File: config.mk
export PLATFORM = sky130hd
export DESIGN_NAME = dac_latch_ctl
export DESIGN_NICKNAME = d
export VERILOG_FILES = /design/src/dac_ctl_pkg.sv /design/src/code_regs.sv /design/src/dac_latch_ctl.sv /design/src/sleep_seq.sv
export SDC_FILE = /design/constraint.sdc
export NUM_CORES = 1
export LEC_CHECK = 0
export ABC_AREA = 1
export BUFFER_PORTS_ARGS = -buffer_cell sky130_fd_sc_hd__buf_2
export CAP_MARGIN = 5
export CELL_PAD_IN_SITES_DETAIL_PLACEMENT = 1
export CELL_PAD_IN_SITES_GLOBAL_PLACEMENT = 1
export CORE_UTILIZATION = 40
export DETAILED_ROUTE_END_ITERATION = 16
export GPL_TIMING_DRIVEN = 0
export PLACE_DENSITY = 0.75
export SETUP_SLACK_MARGIN = 0.15
export SYNTH_ARGS = -nofsm -noshare
export SYNTH_HDL_FRONTEND = slang
export SYNTH_SLANG_ARGS = --single-unit
File: constraint.sdc
create_clock -name mclk -period 19.1 [get_ports mclk]
set_clock_uncertainty 0.05 [all_clocks]
set_input_delay 1.91 -clock mclk [delete_from_list [all_inputs] [get_ports mclk]]
set_output_delay 1.91 -clock mclk [all_outputs]
set_load 0.005 [all_outputs]
File: src/dac_ctl_pkg.sv
// Constants, codes and carrier types for the converter latch and sleep control.
// Assumes a single 100 MHz clock and the plain register port of the top module.
// Contract
// - Gate high: hold outputs, still accept code writes
// - Gate low: copy code registers to outputs
// - Level driven: outputs follow writes while low
// - Gate pin is asynchronous; accept it anytime
// - Channels sharing one gate update together
// - Each channel has its own sleep setting
// - Sleep modes power down, output high impedance
// - Sleep keeps code and configuration unchanged
// - Sleep code: normal, 1k, 100k, open
// - Entry delay before output stops, pulldown engages
// - Amp, buffer, band gap powered per mode/reference
// - Ladder draws supply only normal, reference not 10
// - Sleep bits change by write or reset load
// - Writing 00 wakes channel, drops pulldown
// - Exit delay before amplifier drives again
// - Code registers hold unsigned binary values
package dac_ctl_pkg;
    // ==========================================================
    // Sizes
    localparam int NUM_CH = 8;
    localparam int NUM_GATES = 2;
    localparam int CH_PER_GATE = 4;
    localparam int CODE_W = 12;
    localparam int CNT_W = 16;
    // ==========================================================
    // Register offsets (byte addresses, one word each)
    localparam logic [7:0] CODE_BASE_OFS = 8'h00;
    localparam logic [7:0] SLEEP_VOL_OFS = 8'h20;
    localparam logic [7:0] SLEEP_NV_OFS = 8'h24;
    localparam logic [7:0] REF_SEL_OFS = 8'h28;
    localparam logic [7:0] ENTRY_DLY_OFS = 8'h2C;
    localparam logic [7:0] EXIT_DLY_OFS = 8'h30;
    localparam logic [7:0] STATUS_OFS = 8'h34;
    localparam logic [7:0] WIPER_BASE_OFS = 8'h40;
    // ==========================================================
    // Status field positions
    localparam int ST_DRIVE_LSB = 0;
    localparam int ST_GATE_LSB = 8;
    localparam int ST_ASLEEP_LSB = 16;
    // ==========================================================
    // Reset values
    localparam logic [15:0] SLEEP_NV_RST = 16'h0000;
    localparam logic [15:0] REF_SEL_RST = 16'h0000;
    localparam logic [CODE_W-1:0] CODE_RST = 12'h000;
    // ==========================================================
    // Timing
    localparam int CLK_PERIOD_NS = 10;
    localparam int ENTRY_DELAY_NS = 1000;
    localparam int EXIT_DELAY_NS = 5000;
    localparam logic [CNT_W-1:0] ENTRY_CYC_RST =
        CNT_W'((ENTRY_DELAY_NS + CLK_PERIOD_NS - 1) / CLK_PERIOD_NS);
    localparam logic [CNT_W-1:0] EXIT_CYC_RST =
        CNT_W'((EXIT_DELAY_NS + CLK_PERIOD_NS - 1) / CLK_PERIOD_NS);
    // ==========================================================
    // Codes
    localparam logic [1:0] SLEEP_NORMAL = 2'h0;
    localparam logic [1:0] SLEEP_1K = 2'h1;
    localparam logic [1:0] SLEEP_100K = 2'h2;
    localparam logic [1:0] SLEEP_OPEN = 2'h3;
    localparam logic [1:0] REF_BANDGAP = 2'h1;
    localparam logic [1:0] REF_EXT_UNBUF = 2'h2;
    typedef enum logic [1:0] {
        SEQ_ACTIVE = 2'b00,
        SEQ_ENTER = 2'b01,
        SEQ_ASLEEP = 2'b10,
        SEQ_WAKE = 2'b11
    } seq_state_t;
    // ==========================================================
    // Carriers
    typedef logic [CODE_W-1:0] code_t;
    typedef struct packed {
        logic wr;
        logic rd;
        logic [7:0] addr;
        logic [31:0] wdata;
    } reg_req_t;
    typedef struct packed {
        logic drive;
        logic pd_1k;
        logic pd_100k;
        logic amp_pwr;
        logic ladder_pwr;
        logic refbuf_pwr;
        logic bandgap_pwr;
    } chan_ctrl_t;
endpackage : dac_ctl_pkg

File: src/code_regs.sv
// Volatile code registers, one per channel, all readable in parallel.
// Assumes one write port on the block clock; values are unsigned binary.
`timescale 1ns/100ps
module code_regs
    import dac_ctl_pkg::*;
(
    input wire logic clk,
    input wire logic rst_n,
    input wire logic wr_en,
    input wire logic [2:0] wr_idx,
    input wire code_t wr_data,
    output code_t [NUM_CH-1:0] codes_ff
);
    // ==========================================================
    // Storage
    genvar i;
    generate
        for (i = 0; i < NUM_CH; i++) begin : g_entry
            always_ff @(posedge clk or negedge rst_n) begin
                if (!rst_n) begin
                    codes_ff[i] <= CODE_RST;
                end else if (wr_en && (wr_idx == 3'(i))) begin
                    codes_ff[i] <= wr_data;
                end
            end
        end
    endgenerate
endmodule : code_regs

File: src/dac_latch_ctl.sv
// Top of the latch and sleep control: register port, gate synchronisers,
// output stage registers and per-channel sleep sequencing.
// Assumes gate pins are asynchronous and the register master is on mclk.
//
// The address map and strobed register access are this design's own decisions.
`timescale 1ns/100ps
module dac_latch_ctl
    import dac_ctl_pkg::*;
(
    input wire logic mclk,
    input wire logic rstn,
    input wire reg_req_t reg_req,
    output logic [31:0] rdata_ff,
    input wire logic [NUM_GATES-1:0] group_update_gate_n,
    output code_t [NUM_CH-1:0] wiper_ff,
    output chan_ctrl_t [NUM_CH-1:0] chan_ctrl_ff
);
    // ==========================================================
    // Reset release
    logic rst_meta_ff;
    logic rst_sync_ff;
    wire rst_n = rst_sync_ff;

    always_ff @(posedge mclk or negedge rstn) begin
        if (!rstn) begin
            rst_meta_ff <= 1'b0;
            rst_sync_ff <= 1'b0;
        end else begin
            rst_meta_ff <= 1'b1;
            rst_sync_ff <= rst_meta_ff;
        end
    end

    // ==========================================================
    // Register decode
    wire [7:0] addr = reg_req.addr;
    wire word_ok = (addr[1:0] == 2'b00);
    wire in_code = word_ok && (addr[7:5] == CODE_BASE_OFS[7:5]);
    wire in_wiper = word_ok && (addr[7:5] == WIPER_BASE_OFS[7:5]);
    wire [2:0] ch_idx = addr[4:2];
    wire wr_code = reg_req.wr && in_code;
    wire wr_sleep_vol = reg_req.wr && (addr == SLEEP_VOL_OFS);
    wire wr_sleep_nv = reg_req.wr && (addr == SLEEP_NV_OFS);
    wire wr_ref = reg_req.wr && (addr == REF_SEL_OFS);
    wire wr_entry = reg_req.wr && (addr == ENTRY_DLY_OFS);
    wire wr_exit = reg_req.wr && (addr == EXIT_DLY_OFS);

    // ==========================================================
    // Configuration registers
    logic [15:0] sleep_vol_ff;
    logic [15:0] sleep_nv_ff;
    logic [15:0] ref_sel_ff;
    logic [CNT_W-1:0] entry_ff;
    logic [CNT_W-1:0] exit_ff;
    logic load_pending_ff;

    // Sleep bits start from the stored copy one edge after release,
    // since an async reset may only load a constant.
    always_ff @(posedge mclk or negedge rst_n) begin
        if (!rst_n) begin
            load_pending_ff <= 1'b1;
            sleep_vol_ff <= 16'h0000;
        end else if (load_pending_ff) begin
            load_pending_ff <= 1'b0;
            sleep_vol_ff <= sleep_nv_ff;
        end else if (wr_sleep_vol) begin
            sleep_vol_ff <= reg_req.wdata[15:0];
        end
    end

    always_ff @(posedge mclk or negedge rst_n) begin
        if (!rst_n) begin
            sleep_nv_ff <= SLEEP_NV_RST;
            ref_sel_ff <= REF_SEL_RST;
            entry_ff <= ENTRY_CYC_RST;
            exit_ff <= EXIT_CYC_RST;
        end else begin
            if (wr_sleep_nv) begin
                sleep_nv_ff <= reg_req.wdata[15:0];
            end
            if (wr_ref) begin
                ref_sel_ff <= reg_req.wdata[15:0];
            end
            if (wr_entry) begin
                entry_ff <= reg_req.wdata[CNT_W-1:0];
            end
            if (wr_exit) begin
                exit_ff <= reg_req.wdata[CNT_W-1:0];
            end
        end
    end

    // ==========================================================
    // Code registers; sleep never touches them
    code_t [NUM_CH-1:0] codes;

    code_regs u_code_regs (
        .clk(mclk),
        .rst_n(rst_n),
        .wr_en(wr_code),
        .wr_idx(ch_idx),
        .wr_data(reg_req.wdata[CODE_W-1:0]),
        .codes_ff(codes)
    );

    // ==========================================================
    // Gate pin synchronisers
    logic [NUM_GATES-1:0] gate_meta_ff;
    logic [NUM_GATES-1:0] gate_s2_ff;

    always_ff @(posedge mclk or negedge rst_n) begin
        if (!rst_n) begin
            gate_meta_ff <= '1;
            gate_s2_ff <= '1;
        end else begin
            gate_meta_ff <= group_update_gate_n;
            gate_s2_ff <= gate_meta_ff;
        end
    end

    // ==========================================================
    // Per-channel output stage and sleep control
    logic [NUM_CH-1:0] seq_drive;
    logic [1:0] seq_pd [NUM_CH];
    logic [NUM_CH-1:0] seq_asleep;
    logic [1:0] sel_w [NUM_CH];
    logic [1:0] ref_w [NUM_CH];
    logic [NUM_CH-1:0] powered;
    logic [NUM_CH-1:0] gate_low;

    genvar c;
    generate
        for (c = 0; c < NUM_CH; c++) begin : g_ch
            assign sel_w[c] = sleep_vol_ff[2*c +: 2];
            assign ref_w[c] = ref_sel_ff[2*c +: 2];
            // One synchronised level per group, so the group moves as one
            assign gate_low[c] = !gate_s2_ff[c / CH_PER_GATE];
            // Circuits stay up while the amplifier still drives on entry
            assign powered[c] = seq_drive[c] || (sel_w[c] == SLEEP_NORMAL);

            always_ff @(posedge mclk or negedge rst_n) begin
                if (!rst_n) begin
                    wiper_ff[c] <= CODE_RST;
                end else if (gate_low[c]) begin
                    wiper_ff[c] <= codes[c];
                end
            end

            sleep_seq u_seq (
                .clk(mclk),
                .rst_n(rst_n),
                .sleep_sel(sel_w[c]),
                .entry_cnt(entry_ff),
                .exit_cnt(exit_ff),
                .drive_ff(seq_drive[c]),
                .pd_sel_ff(seq_pd[c]),
                .asleep(seq_asleep[c])
            );

            always_ff @(posedge mclk or negedge rst_n) begin
                if (!rst_n) begin
                    chan_ctrl_ff[c] <= '0;
                end else begin
                    chan_ctrl_ff[c].drive <= seq_drive[c];
                    chan_ctrl_ff[c].pd_1k <= (seq_pd[c] == SLEEP_1K);
                    chan_ctrl_ff[c].pd_100k <= (seq_pd[c] == SLEEP_100K);
                    chan_ctrl_ff[c].amp_pwr <= powered[c];
                    chan_ctrl_ff[c].ladder_pwr <=
                        powered[c] && (ref_w[c] != REF_EXT_UNBUF);
                    chan_ctrl_ff[c].refbuf_pwr <= powered[c] && ref_w[c][0];
                    chan_ctrl_ff[c].bandgap_pwr <=
                        powered[c] && (ref_w[c] == REF_BANDGAP);
                end
            end
        end
    endgenerate

    // ==========================================================
    // Read path; unmapped addresses read zero
    logic [31:0] status_w;
    logic [NUM_CH-1:0] drive_w;

    generate
        for (c = 0; c < NUM_CH; c++) begin : g_st
            assign drive_w[c] = chan_ctrl_ff[c].drive;
        end
    endgenerate

    always_comb begin
        status_w = 32'h0000_0000;
        status_w[ST_DRIVE_LSB +: NUM_CH] = drive_w;
        status_w[ST_GATE_LSB +: NUM_GATES] = gate_s2_ff;
        status_w[ST_ASLEEP_LSB +: NUM_CH] = seq_asleep;
    end

    wire [31:0] code_rd = {20'h00000, codes[ch_idx]};
    wire [31:0] wiper_rd = {20'h00000, wiper_ff[ch_idx]};
    wire [31:0] rd_mux =
        in_code ? code_rd :
        in_wiper ? wiper_rd :
        (addr == SLEEP_VOL_OFS) ? {16'h0000, sleep_vol_ff} :
        (addr == SLEEP_NV_OFS) ? {16'h0000, sleep_nv_ff} :
        (addr == REF_SEL_OFS) ? {16'h0000, ref_sel_ff} :
        (addr == ENTRY_DLY_OFS) ? {16'h0000, entry_ff} :
        (addr == EXIT_DLY_OFS) ? {16'h0000, exit_ff} :
        (addr == STATUS_OFS) ? status_w :
        32'h0000_0000;

    always_ff @(posedge mclk or negedge rst_n) begin
        if (!rst_n) begin
            rdata_ff <= 32'h0000_0000;
        end else begin
            rdata_ff <= reg_req.rd ? rd_mux : 32'h0000_0000;
        end
    end

    generate
        for (c = 0; c < NUM_CH; c++) begin : g_chk
            localparam int G = c / CH_PER_GATE;

        end
    endgenerate
endmodule : dac_latch_ctl

File: src/sleep_seq.sv
// Per-channel sleep sequencer with entry and exit delays.
// Assumes sleep_sel comes from a register on the same clock.
`timescale 1ns/100ps
module sleep_seq
    import dac_ctl_pkg::*;
(
    input wire logic clk,
    input wire logic rst_n,
    input wire logic [1:0] sleep_sel,
    input wire logic [CNT_W-1:0] entry_cnt,
    input wire logic [CNT_W-1:0] exit_cnt,
    output logic drive_ff,
    output logic [1:0] pd_sel_ff,
    output logic asleep
);
    // ==========================================================
    // State
    seq_state_t state_ff;
    logic [CNT_W-1:0] cnt_ff;
    wire req_sleep = (sleep_sel != SLEEP_NORMAL);
    wire cnt_done = (cnt_ff == '0);
    assign asleep = (state_ff == SEQ_ASLEEP);

    always_ff @(posedge clk or negedge rst_n) begin
        if (!rst_n) begin
            state_ff <= SEQ_ACTIVE;
            cnt_ff <= '0;
            drive_ff <= 1'b1;
            pd_sel_ff <= SLEEP_NORMAL;
        end else begin
            unique case (state_ff)
                SEQ_ACTIVE: begin
                    if (req_sleep) begin
                        state_ff <= SEQ_ENTER;
                        cnt_ff <= entry_cnt;
                    end
                end
                SEQ_ENTER: begin
                    if (!req_sleep) begin
                        state_ff <= SEQ_ACTIVE;
                    end else if (cnt_done) begin
                        state_ff <= SEQ_ASLEEP;
                        drive_ff <= 1'b0;
                        pd_sel_ff <= sleep_sel;
                    end else begin
                        cnt_ff <= cnt_ff - 1'b1;
                    end
                end
                SEQ_ASLEEP: begin
                    if (!req_sleep) begin
                        state_ff <= SEQ_WAKE;
                        cnt_ff <= exit_cnt;
                        pd_sel_ff <= SLEEP_NORMAL;
                    end else begin
                        pd_sel_ff <= sleep_sel;
                    end
                end
                SEQ_WAKE: begin
                    if (req_sleep) begin
                        state_ff <= SEQ_ASLEEP;
                        pd_sel_ff <= sleep_sel;
                    end else if (cnt_done) begin
                        state_ff <= SEQ_ACTIVE;
                        drive_ff <= 1'b1;
                    end else begin
                        cnt_ff <= cnt_ff - 1'b1;
                    end
                end
            endcase
        end
    end
endmodule : sleep_seq

==> summary.txt <==
Clocking
  • CTS clk-pin slew, worst paths: 60 ps
  • CTS tree: built
  • CTS root buf: clkbuf_16
  • Post-CTS Setup Inserts: 0
  • Post-CTS Resized: 0
  • Hold_buf cts: 0
  • CTS Buf Count: 59
  • Sink Count: 527
  • Clk Latency, worst-skew pair: 670 ps
  • Clk buf depth: 3
  • H-tree Lvls: 2

Logic synthesis
  • Post-synth cell types: 55
  • Mux cell area share after synthesis: under 10%
  • Area fraction in compound gates after synthesis: 19.2%
  • Xor and xnor area share after synthesis: less than 1%
  • Simple-gate share of the synthesized area: 18.7%
  • Yosys reg bits: 527
  • Sequential fraction of the synthesis area: between 50% and 60%
  • Top_reg_cell synth: dfrtp_1
  • Post-Synth Adder-Cell Area: 0.727%
  • Main combinational cell family by area after synthesis: compound AO/OA/AOI/OAI gates
  • Synth async-reset ratio: 100%
  • Post-synth EDFFs: 0
  • Syn avg cell area: 8.23 um2
  • Yosys warning count: 0
  • Mapped Cells: 3136
  • Mapped cell area: roughly 26000 um2

Drt
  • Detailed Routing Iterations Pass 1: 5
  • WL/cell: 25.7 um
  • Routed WL: 111 mm
  • Starting DRT DRC Count: 2213
  • Vias: 25200
  • Met3 WL: 8.95 mm
  • # DRC: 0
  • Max layer used: met5
  • Vias per cell: a little under 6
  • ANT nets after route: 0
  • Met2 WL: 50.6 mm
  • Metal1 wirelength: 45.6 mm

Status
  • Status: completed

Flow run
  • Maxcap violations: 0

Pwr
  • Leakage: 14.3 nW
  • PwrDens: approximately 140 nW/um2
  • Power Total: 4.13 mW
  • Peak supply drop: 0.0000718 V

Global route
  • Largest net degree at the start of global routing: 76
  • Antenna violations before repair: 2
  • Global route total overflow: 0
  • First-pass GRT wire length: 168 mm
  • Gr usage total: approximately a third
  • Vias in the first global route: ~26000

Floorplanning
  • # IOs: 230
  • DIE AREA: 65500 um2
  • Starting Density: between 40% and 50%
  • Die height: approximately 260 um
  • Num rows: 92
  • Floorplan core area: about 63000 um2
  • Die X: around 260 um

Final layout
  • Fin nets: 3478
  • FF/Latch Area: 13200 um2
  • Area Overhead vs Synth: 16.8%
  • Fill count: around 7700
  • Multi-input logic area: roughly 11000 um2
  • Share of cells above drive strength 1: 14.4%

STA
  • Maximum achievable frequency: 252 MHz
  • Max-slew headroom: a little over a fifth
  • RSZ-0062 raised after global routing: false
  • Period utilization: 20.7%
  • Post-route setup slack: 15140 ps
  • Setup violations, final: 0
  • Worst slew pin tran: 1190 ps
  • Max Slew Vio Count: 0
  • Tmin final: 3960 ps
  • Final Hold Vio Count: 0

Critical path
  • Startpoint Class: input pin
  • CP endpoint kind: flip-flop
  • Critical path fanouts, max: 10
  • Crit path kind: input pin to flip-flop
  • Crit path DAT: 4410 ps
  • WP data required: 19540 ps

Place
  • GPL Wtd Cong: 0.952
  • Pre-CTS setup slack: 14540 ps
  • Port-buffer cells: just over 200
  • HPWL Detailed: slightly above 80 mm

Hold path
  • Worst Hold Class: flip-flop to asynchronous set/reset pin
metrics by stage:
stage	hold slack (ps)	instances	util, %	instance area (um2)	setup TNS, ps
floorplan	281	3144	-	25800	0
global placement	287	4194	44.0	27900	-1642650
detailed placement	296	4202	44.4	28100	0
CTS	299	4313	47.5	30100	0
global route	317	4313	47.5	30100	0
finish	282	4314	47.5	30100	0
worst max-delay path: stages:
cell and delay, ps:
buf_2 210, nand2_1 90, nor2_1 460, buf_2 340, nand4_1 810, nor2_1 570
cells by family (layout without fill, tap and decap cells):
kind of cell               after synthesis  in the layout
DFF                                    527            527
AOI/OAI and AO/OA                      871            871
adders and majority gates               15             15
buffers and inverters                  527            850
and+or+nand+nor                       1145           1145
xor gates and xnor gates                13             13
muxes                                   36             36
other                                    2             11
area by class of cell:
| type | instances | area share (%) |
|---|---|---|
| sequential | 527 | 43.9 |
| multi-input combinational | 2090 | 34.9 |
| clock buffer | 88 | 5.73 |
| inverter | 368 | 4.58 |
| timing repair buffer | 212 | 4.12 |
| tap | 846 | 3.51 |
| buffer | 159 | 2.39 |
| clock inverter | 23 | 0.884 |
| antenna | 1 | 0.00830 |
worst paths after layout:
kind                                 start                  endpoint  slack (ps)  cells past startpoint
hold reg to reg                      rst_n  g_ch[6].u_seq.cnt_ff[15]         280                      0
setup reg to reg             gate_s2_ff[1]              wiper_ff[67]       16710                      3
max in group asynchronous            rst_n  u_code_regs.codes_ff[58]       17350                      3
setup / recovery               reg_req[36]              rdata_ff[21]       15140                      6
min in group mclk          gate_meta_ff[0]             gate_s2_ff[0]         300                      0
hold / removal                       rst_n  g_ch[6].u_seq.cnt_ff[15]         280                      0
cells in the final DEF (no fill, tap or decap), types with 6 or more instances in the layout:
cell / instances
a21oi_1: 139
a221oi_1: 6
a22oi_1: 25
a31oi_1: 16
buf_1: 7
buf_16: 8
buf_2: 253
buf_4: 14
clkbuf_1: 103
clkbuf_16: 60
clkbuf_8: 12
clkinv_1: 11
clkinv_2: 12
conb_1: 10
dfrtp_1: 504
dfstp_2: 22
ha_1: 15
inv_1: 343
inv_2: 14
mux2_2: 36
nand2_1: 557
nand3_1: 142
nand4_1: 15
nor2_1: 302
nor3_1: 55
nor4_1: 10
o2111ai_1: 19
o211ai_1: 7
o21ai_0: 423
o21ai_1: 32
o221ai_1: 29
o22ai_1: 142
o31ai_1: 13
or2_2: 29
xor2_1: 12
registers in the layout, indices dropped and copies added, names as in the netlist, 24 cells and up, named ones only:
signal and cells:
g_ch.u_seq.cnt_ff 128, chan_ctrl_ff 56, wiper_ff 96, rdata_ff 24, u_code_regs.codes_ff 96
Yosys cell counts (6+ instances only):
master,instances,area share (%)
o211ai_1,7,0.20
dfrtp_1,505,49
nand2_1,557,8.1
clkinv_1,11,0.16
mux2_2,36,1.6
nor4_1,10,0.24
a21oi_1,139,2.7
o31ai_1,13,0.38
a22oi_1,25,0.73
inv_2,14,0.20
a31oi_1,16,0.39
o221ai_1,29,0.98
xor2_1,12,0.41
a221oi_1,6,0.20
o21ai_1,32,0.62
nor3_1,55,1.1
nor2_1,302,4.4
clkbuf_1,87,1.3
o2111ai_1,19,0.64
or2_2,29,0.70
buf_2,49,0.95
inv_1,343,5.0
buf_4,14,0.41
dfstp_2,22,2.2
nand3_1,142,2.8
buf_1,7,0.10
ha_1,15,0.73
o21ai_0,423,8.2
o22ai_1,142,3.4
nand4_1,15,0.36
metal layers:
layer | up-vias | GRT usage, %
li1 | 11100 | -
met1 | 12800 | 44.8
met2 | 1056 | 53.2
met3 | 278 | 6.74
met4 | 2 | 16.2
met5 | - | 0
report_power, final:
group          switching (mW)  total [mW]  internal (mW)
combinational           0.981        1.42          0.435
sequential              0.192        1.52           1.33
clock                   0.503        1.19          0.691
total                    1.68        4.13           2.46
No activity file was read; power rests on OpenSTA's default activity.
